**src/rtl/conv_cfg.svh**
```systemverilog
`ifndef CONV_CFG_SVH
`define CONV_CFG_SVH
`define NUM_CHANNELS 8
`define RESULT_WIDTH 16
`define GROUP_A_LAST 3
`define CONV_TIME_NS 4000
`define CLK_PERIOD_NS 40
`define CONV_CYCLES ((`CONV_TIME_NS) / (`CLK_PERIOD_NS))
`define CTRL_START 0
`define CTRL_SPLIT 1
`define CTRL_SEPARATE 2
`define CTRL_HOLD_CS 3
`define REG_CTRL 2'h0
`define REG_STATUS 2'h1
`define REG_DATA 2'h2
`define REG_SKIP 2'h3
`endif

```
**src/rtl/conv_pkg.sv**
```systemverilog
package conv_pkg;
   typedef enum logic [1:0] {
      iface_parallel,
      iface_byte,
      iface_serial
   } iface_mode_t;
   typedef enum logic [1:0] {
      dev_idle,
      dev_wait_pair,
      dev_convert
   } dev_state_t;
   typedef enum logic [2:0] {
      host_idle,
      host_start,
      host_wait_busy,
      host_rd_low,
      host_rd_high,
      host_done
   } host_state_t;
endpackage : conv_pkg

```
**src/rtl/conv_link_if.sv**
```systemverilog
interface conv_link_if;
   logic group_a_conv_start;
   logic group_b_conv_start;
   logic cs_n;
   logic rd_n;
   logic primary_iface_select;
   logic busy;
   logic [15:0] parallel_result_bus;
   logic bus_oe_n;
   logic first_channel_flag;
   logic flag_oe_n;
   logic secondary_iface_select;
   modport device (
      input group_a_conv_start, group_b_conv_start, cs_n, rd_n,
      input primary_iface_select, secondary_iface_select,
      output busy, parallel_result_bus, bus_oe_n, first_channel_flag, flag_oe_n
   );
   modport host (
      output group_a_conv_start, group_b_conv_start, cs_n, rd_n,
      output primary_iface_select, secondary_iface_select,
      input busy, parallel_result_bus, bus_oe_n, first_channel_flag, flag_oe_n
   );
endinterface : conv_link_if

```
**src/rtl/conv_device.sv**
```systemverilog
`include "conv_cfg.svh"
module conv_device #(
   parameter int NUM_CH = `NUM_CHANNELS,
   parameter int CONV_CYCLES = `CONV_CYCLES
) (
   // clock and reset
   input wire logic clk,
   input wire logic srst,
   // link to host
   conv_link_if.device link,
   // sampled analog values, channel 1 in the low word
   input wire logic [`NUM_CHANNELS*`RESULT_WIDTH-1:0] analog_sample
);
   initial begin
      if (NUM_CH != `NUM_CHANNELS || CONV_CYCLES < 1) begin
         $error("conv_device: unsupported parameters");
      end
   end
   localparam int W = `RESULT_WIDTH;
   // two-flop synchronisers for every pin input
   logic [5:0] pin_meta;
   logic [5:0] pin_sync;
   logic [5:0] pin_prev;
   wire [5:0] pin_raw = {link.secondary_iface_select, link.primary_iface_select,
                         link.rd_n, link.cs_n, link.group_b_conv_start,
                         link.group_a_conv_start};
   always_ff @(posedge clk) begin
      if (srst) begin
         pin_meta <= 6'h0F;
         pin_sync <= 6'h0F;
         pin_prev <= 6'h0F;
      end else begin
         pin_meta <= pin_raw;
         pin_sync <= pin_meta;
         pin_prev <= pin_sync;
      end
   end
   wire a_rise = pin_sync[0] & ~pin_prev[0];
   wire b_rise = pin_sync[1] & ~pin_prev[1];
   wire cs_n_s = pin_sync[2];
   wire rd_n_s = pin_sync[3];
   wire rd_fall = ~rd_n_s & pin_prev[3];
   wire cs_rise = cs_n_s & ~pin_prev[2];
   conv_pkg::iface_mode_t mode;
   assign mode = !pin_sync[4] ? conv_pkg::iface_parallel :
                 (pin_sync[5] ? conv_pkg::iface_byte : conv_pkg::iface_serial);
   wire parallel_mode = (mode == conv_pkg::iface_parallel);
   // sampling and conversion
   conv_pkg::dev_state_t state;
   logic a_held;
   logic b_held;
   logic [W-1:0] hold [NUM_CH];
   logic [W-1:0] result [NUM_CH];
   logic [$clog2(CONV_CYCLES+1)-1:0] conv_cnt;
   wire a_now = a_held | a_rise;
   wire b_now = b_held | b_rise;
   wire both_held = a_now & b_now;
   wire conv_done = (state == conv_pkg::dev_convert) && (conv_cnt == 1);
   always_ff @(posedge clk) begin
      if (srst) begin
         state <= conv_pkg::dev_idle;
         a_held <= 1'b0;
         b_held <= 1'b0;
         conv_cnt <= '0;
      end else begin
         unique case (state)
            conv_pkg::dev_idle, conv_pkg::dev_wait_pair: begin
               a_held <= a_now;
               b_held <= b_now;
               if (both_held) begin
                  state <= conv_pkg::dev_convert;
                  conv_cnt <= CONV_CYCLES[$bits(conv_cnt)-1:0];
               end else if (a_now | b_now) begin
                  state <= conv_pkg::dev_wait_pair;
               end
            end
            conv_pkg::dev_convert: begin
               a_held <= 1'b0;
               b_held <= 1'b0;
               conv_cnt <= conv_cnt - 1'b1;
               if (conv_done) begin
                  state <= conv_pkg::dev_idle;
               end
            end
         endcase
      end
   end
   // hold stage per group; results move only when busy falls
   genvar ch;
   generate
      for (ch = 0; ch < NUM_CH; ch++) begin : g_ch
         wire grp_edge = (ch <= `GROUP_A_LAST) ? a_rise : b_rise;
         wire grp_held = (ch <= `GROUP_A_LAST) ? a_held : b_held;
         always_ff @(posedge clk) begin
            if (srst) begin
               hold[ch] <= 16'h0000;
               result[ch] <= 16'h0000;
            end else begin
               if (grp_edge && !grp_held && state != conv_pkg::dev_convert) begin
                  hold[ch] <= analog_sample[ch*W +: W];
               end
               if (conv_done) begin
                  result[ch] <= hold[ch];
               end
            end
         end
      end
   endgenerate
   assign link.busy = (state == conv_pkg::dev_convert);
   // parallel readout
   logic [$clog2(NUM_CH+1)-1:0] rd_ptr;
   logic [W-1:0] out_word;
   logic out_first;
   logic out_active;
   // with strobes tied, chip select rises between every word, so only a new
   // conversion restarts the pointer; a chip select rise just releases the bus
   wire frame_reset = conv_done;
   wire read_step = rd_fall & ~cs_n_s & parallel_mode;
   always_ff @(posedge clk) begin
      if (srst) begin
         rd_ptr <= '0;
         out_word <= 16'h0000;
         out_first <= 1'b0;
         out_active <= 1'b0;
      end else if (frame_reset) begin
         rd_ptr <= '0;
         out_first <= 1'b0;
         out_active <= 1'b0;
      end else if (cs_rise) begin
         out_active <= 1'b0;
      end else if (read_step) begin
         if (rd_ptr < NUM_CH) begin
            out_word <= result[rd_ptr[$clog2(NUM_CH)-1:0]];
            out_first <= (rd_ptr == 0);
            rd_ptr <= rd_ptr + 1'b1;
         end else begin
            out_first <= 1'b0;
         end
         out_active <= 1'b1;
      end
   end
   // bus driven only while both strobes are low in parallel mode; flag driven after a read until chip select rises or a conversion ends
   wire drive = out_active & parallel_mode & ~cs_n_s & ~rd_n_s;
   assign link.parallel_result_bus = out_word;
   assign link.first_channel_flag = out_first;
   assign link.bus_oe_n = ~drive;
   assign link.flag_oe_n = ~(out_active & ~cs_n_s);
endmodule : conv_device

```
**src/flat_wrapper.sv**
```systemverilog
// flat-port wrapper written by rule: the top's interface ports become plain ports
module conv_device_flat 
#(
   parameter int NUM_CH = `NUM_CHANNELS,
   parameter int CONV_CYCLES = `CONV_CYCLES
)
  (clk, srst, analog_sample, link_group_a_conv_start, link_group_b_conv_start, link_cs_n, link_rd_n, link_primary_iface_select, link_secondary_iface_select, link_busy, link_parallel_result_bus, link_bus_oe_n, link_first_channel_flag, link_flag_oe_n);
  conv_link_if link_i ();
  input wire logic clk;
  input wire logic srst;
  input wire logic [`NUM_CHANNELS*`RESULT_WIDTH-1:0] analog_sample;
  input wire logic [$bits(link_i.group_a_conv_start)-1:0] link_group_a_conv_start;
  input wire logic [$bits(link_i.group_b_conv_start)-1:0] link_group_b_conv_start;
  input wire logic [$bits(link_i.cs_n)-1:0] link_cs_n;
  input wire logic [$bits(link_i.rd_n)-1:0] link_rd_n;
  input wire logic [$bits(link_i.primary_iface_select)-1:0] link_primary_iface_select;
  input wire logic [$bits(link_i.secondary_iface_select)-1:0] link_secondary_iface_select;
  output wire logic [$bits(link_i.busy)-1:0] link_busy;
  output wire logic [$bits(link_i.parallel_result_bus)-1:0] link_parallel_result_bus;
  output wire logic [$bits(link_i.bus_oe_n)-1:0] link_bus_oe_n;
  output wire logic [$bits(link_i.first_channel_flag)-1:0] link_first_channel_flag;
  output wire logic [$bits(link_i.flag_oe_n)-1:0] link_flag_oe_n;
  assign link_i.group_a_conv_start = link_group_a_conv_start;
  assign link_i.group_b_conv_start = link_group_b_conv_start;
  assign link_i.cs_n = link_cs_n;
  assign link_i.rd_n = link_rd_n;
  assign link_i.primary_iface_select = link_primary_iface_select;
  assign link_i.secondary_iface_select = link_secondary_iface_select;
  assign link_busy = link_i.busy;
  assign link_parallel_result_bus = link_i.parallel_result_bus;
  assign link_bus_oe_n = link_i.bus_oe_n;
  assign link_first_channel_flag = link_i.first_channel_flag;
  assign link_flag_oe_n = link_i.flag_oe_n;
  conv_device #(.NUM_CH(NUM_CH), .CONV_CYCLES(CONV_CYCLES)) u_core (.clk(clk), .srst(srst), .link(link_i), .analog_sample(analog_sample));
endmodule
```
**config.mk**
```make
export PLATFORM = sky130hd
export DESIGN_NAME = conv_device_flat
export DESIGN_NICKNAME = d
export VERILOG_FILES = /design/src/rtl/conv_pkg.sv /design/src/rtl/conv_link_if.sv /design/src/rtl/conv_device.sv /design/src/flat_wrapper.sv
export VERILOG_INCLUDE_DIRS = /design/src /design/src/rtl
export SDC_FILE = /design/constraint.sdc
export NUM_CORES = 1
export LEC_CHECK = 0
export ABC_CLOCK_PERIOD_IN_PS = 5900
export BUFFER_PORTS_ARGS = -buffer_cell sky130_fd_sc_hd__clkbuf_2
export CAP_MARGIN = 20
export CORE_ASPECT_RATIO = 0.7
export CORE_MARGIN = 1
export CORE_UTILIZATION = 32
export CTS_CLUSTER_SIZE = 14
export DETAILED_ROUTE_END_ITERATION = 8
export SETUP_SLACK_MARGIN = 0.1
export SYNTH_ARGS = -nofsm -noshare
export SYNTH_HDL_FRONTEND = slang
export SYNTH_SLANG_ARGS = --single-unit
export TNS_END_PERCENT = 5
```
**constraint.sdc**
```tcl
create_clock -name clk -period 5.9 [get_ports clk]
set_clock_uncertainty 0.15 [all_clocks]
set_input_delay 0.295 -clock clk [delete_from_list [all_inputs] [get_ports clk]]
set_output_delay 0.295 -clock clk [all_outputs]
set_load 0.02 [all_outputs]
```
* Yosys cells after proc, flatten, opt, wreduce, memory -nomap -nowiden *
Memories as Yosys holds them, arrays and structs flattened. A register that Yosys moved wholly into a read port is not among the register bits.
Index checks and enable logic that the tools add are counted.

storage, ports and cells
  memories = 2
  RAM bits = 256
  bits in registers = 33
  logic and storage cells = 116

operators by class
  equal/unequal tests = 7
  reduce and logical (&&, ||, !) cells = 17
  muxes and demuxes = 38
  add/sub/neg operators = 2
  bitwise gates (word level) = 39
  $lt $le $gt $ge = 1

memory list
  memory         depth  bits a word  read ports  clocked after memory_dff  write ports  line               text
  u_core.hold    8      16           8           0                         8            conv_device.sv:52  logic [W-1:0] hold [NUM_CH];
  u_core.result  8      16           1           1                         8            conv_device.sv:53  logic [W-1:0] result [NUM_CH];

operators by type and width
  cell                 number
  $mux 16              16
  $or 1x1->1           19
  $pmux 7 s2           1
  $mux 1               12
  $and 1x1->1          11
  $mux 2               5
  $not 1->1            9
  $eq 7x1->1 const B   1
  $mux 7               1
  $sub 7x1->7 const B  1
  $logic_and 1x1->1    5
  $add 4x1->4 const B  1
  $logic_not 2->1      2
  $logic_not 4->1      1
  $lt 4x4->1 const B   1
  $ne 2x1->1 const B   2
  $pmux 1 s2           2
  $pmux 2 s2           1
  $reduce_and 2->1     2
  $reduce_and 4->1     1
  $reduce_or 2->1      2
  $ne 3x1->1 const B   1
  $reduce_and 3->1     1
  $reduce_or 3->1      1
  other kinds (4)      5

* Depth between registers and ports, before layout *
  word-level depth = 8
  depth in mapped cells = 8
  mapped depth without buffers = 6

* Worst setup path before layout *
OpenSTA, ideal clock, no wires.

  path type = register -> register
  start = reg u_core.state[0]
  end = mem u_core.hold[0][0] (netlist name), enable pin
  library setup time = 581 ps
  arrival time = 5733 ps
  cell stages (with the launch flop) = 6
  slack = -563 ps
  required time = 5169 ps
  path through = dfxtp_1 > nand2b_1 > buf_2 > inv_2 > buf_1 > o31ai_1

RTL lines
  item                    line               text
  start, declared         conv_device.sv:49  conv_pkg::dev_state_t state;
  start signal, assigned  conv_device.sv:61  state <= conv_pkg::dev_idle;
  start signal, assigned  conv_device.sv:71  state <= conv_pkg::dev_convert;
  start signal, assigned  conv_device.sv:74  state <= conv_pkg::dev_wait_pair;
  end, declared           conv_device.sv:52

==> results.json <==
{
  "start_util_pct": 32.5,
  "path_max_fanout": 92,
  "track_usage_pct": 14.5,
  "ir_drop_uv": 209,
  "cts_tree": "built",
  "h-tree-depth": 1,
  "max-cap-violations": 0,
  "synthCells": 805,
  "powerDensity_mw_per_mm2": 283,
  "fin_ws_ps": 2710,
  "row_count": 59,
  "syn_to_final_growth_pct": 29.6,
  "hold_viol_final": 0,
  "endpoint_kind": "flop",
  "synth_edf_count": 256,
  "p_int_mw": 3.50,
  "overflow": 0,
  "seq_power_share_pct": 54.6,
  "synth.area.top_cells": "edfxtp_1, and2_1, dfxtp_1, mux4_2, nand2_1",
  "critPathKind": "reg -> reg",
  "clockBufferDepth": 3,
  "dieArea_mm2": 0.0386,
  "drc_errors": 0,
  "placedInstanceArea_mm2": 0.0134,
  "switchingPower_mw": 0.932,
  "detailed_place_hpwl_mm": 16.4,
  "dp_slack_ps": 2510,
  "core_area_mm2": 0.0372,
  "synth_top_area_share_pct": 63.6,
  "async_flop_share_pct": 0,
  "swShare_pct": 21.0,
  "cts_setup_buffers": 0,
  "path_clk_slew_ps": 60,
  "cts.sinks": 303,
  "synth.distinct_cells": 38,
  "worstPathRequired_ps": 6190,
  "power_frac_comb_pct": 5.0,
  "first_iter_violations": 405,
  "slew_violations": 0,
  "routed_wl_mm": 27.8,
  "vias": 7074,
  "ios": 156,
  "portBuffers": 154,
  "diodes": 0,
  "grt_pass1_wl_mm": 41.4,
  "fp.dieH_um": 165,
  "tns_ps": 0,
  "postLayoutCoreUtil_pct": 42.1,
  "finalSetupViolCount": 0,
  "synth_warnings": 0,
  "synth_most_common_cell": "and2_1",
  "first_global_vias": 6970,
  "drive_gt1_share_pct": 23.8,
  "wire_per_inst_um": 17.4,
  "routed_via_density": 4.42,
  "ys_top_cells_by_count": "and2_1, edfxtp_1, dfxtp_1",
  "fin_area_mm2": 0.0157,
  "critPathArrivalTime_ps": 3480,
  "dr.pass1.iters": 5,
  "p_leak_nw": 5.98,
  "ys_seq_area_share_pct": 71.3,
  "yosysTopAreaCell": "edfxtp_1",
  "nets": 1228,
  "grt_max_degree": 93,
  "synthFlopType": "edfxtp_1",
  "clk_latency_ps": 570,
  "fin_crit_sh_pct": 54.1,
  "power_frac_clock_pct": 40.4,
  "numCtsBuffers": 30,
  "worst_slew_pin_slew_ps": 1030,
  "fin_crit_ps": 3190,
  "avgSynthCellArea_um2": 15.0,
  "synth_fp_nets": 945,
  "slew-limit-headroom_pct": 31.4,
  "antenna_found_initial": 0,
  "ys_ff_latch": 303,
  "status": "finished clean",
  "hp-class": "in -> reg",
  "worstSetupStartpointType": "flop",
  "gp_congestion": 0.733,
  "ant_nets": 0,
  "syn_area_mm2": 0.0121,
  "grt_setup_unrepaired": "false",
  "root_buffer": "clkbuf_16",
  "fp.dieW_um": 234,
  "max_freq_mhz": 313
}
## metrics by stage
step / hold slack [ps] / total power, mW / cells
after floorplan: 239 / 2.54 / 805
after global placement: 250 / 2.62 / 1410
after detailed placement: 246 / 2.62 / 1410
after CTS: 129 / 4.49 / 1598
after global routing: 166 / 4.58 / 1599
final: 154 / 4.43 / 1599
## flip-flops by register name, indices dropped and copies added (netlist names)
signal / flops
u_core.pin_meta: 5
u_core.a_held: 1
u_core.state: 2
u_core.pin_sync: 5
u_core.out_active: 1
u_core.conv_cnt: 7
u_core.link.parallel_result_bus: 16
u_core.b_held: 1
u_core.hold: 128
u_core.link.first_channel_flag: 1
u_core.pin_prev: 4
u_core.rd_ptr: 4
u_core.result: 128
## final timing paths
kind	startpoint	end	slack, ps	cells after the start
max	u_core.state[0]	u_core.result[4][7]	2710	6
min	srst	u_core.conv_cnt[1]	150	2
max reg2reg	u_core.state[0]	u_core.result[4][7]	2710	6
min reg2reg	u_core.pin_meta[1]	u_core.pin_sync[1]	260	1
## per-layer routing
metal	part of all wire, %	global-route usage (%)	up-vias
met5	0	0	-
met4	1.4	2.93	0
met3	4.1	2.73	33
met2	46	23.3	155
met1	48	20.5	3443
li1	-	-	3443
## critical path, cell delays in order (launching register included)
cell and delay [ps]:
dfxtp_1 310, nand2b_1 310, inv_2 400, nand3_1 270, nor2_4 620, buf_4 710
and2_1 230
## power groups by stage
stage	logic, mW	registers [mW]	clock network [mW]
global placement	0.153	2.46	0
floorplan	0.0677	2.47	0
global route	0.241	2.43	1.92
detailed placement	0.154	2.47	0
finish	0.221	2.42	1.79
CTS	0.224	2.42	1.84
## placed cells by master (no fill, tap or decap), types with 3 or more instances in the layout
cell type,instances
a21oi_1,10
a31oi_1,19
a41oi_1,3
and2_1,257
buf_4,10
clkbuf_1,8
clkbuf_16,30
clkbuf_2,154
clkinv_1,4
clkinv_2,8
dfxtp_1,45
dlygate4sd3_1,133
edfxtp_1,256
ha_1,4
inv_1,8
mux4_2,32
nand2_1,39
nand2b_1,3
nor2_1,15
nor2b_1,5
nor3_1,6
nor4_4,3
o21ai_0,4
o21ai_1,14
or2_2,11
## final cells by class
cell class	count	area, µm²
Sequential cell	303	8630
Tap cell	488	611
Clock buffer	38	781
Clock inverter	17	130
Fill cell	3396	21500
Timing Repair Buffer	298	2200
Multi-Input combinational cell	445	3290
Inverter	10	37.5
## kinds of logic (layout without fill, tap and decap cells)
logic type | Yosys count | after routing | synth area share, %
xor gates and xnor gates | 2 | 2 | 0.145
muxes | 32 | 32 | 5.96
adders and majority gates | 4 | 4 | 0.414
and+or+nand+nor | 346 | 346 | 17.0
buffers and inverters | 57 | 363 | 1.98
AOI/OAI and AO/OA | 61 | 61 | 3.22
DFF | 303 | 303 | 71.3
## what timing repair did
action / 4_1_cts / 5_1_grt
hold buffers: 133 / 0
resized for setup: 0 / 0
endpoints found under the hold margin: 133 / 0
Note: power is estimated with default switching activity, not from simulation.
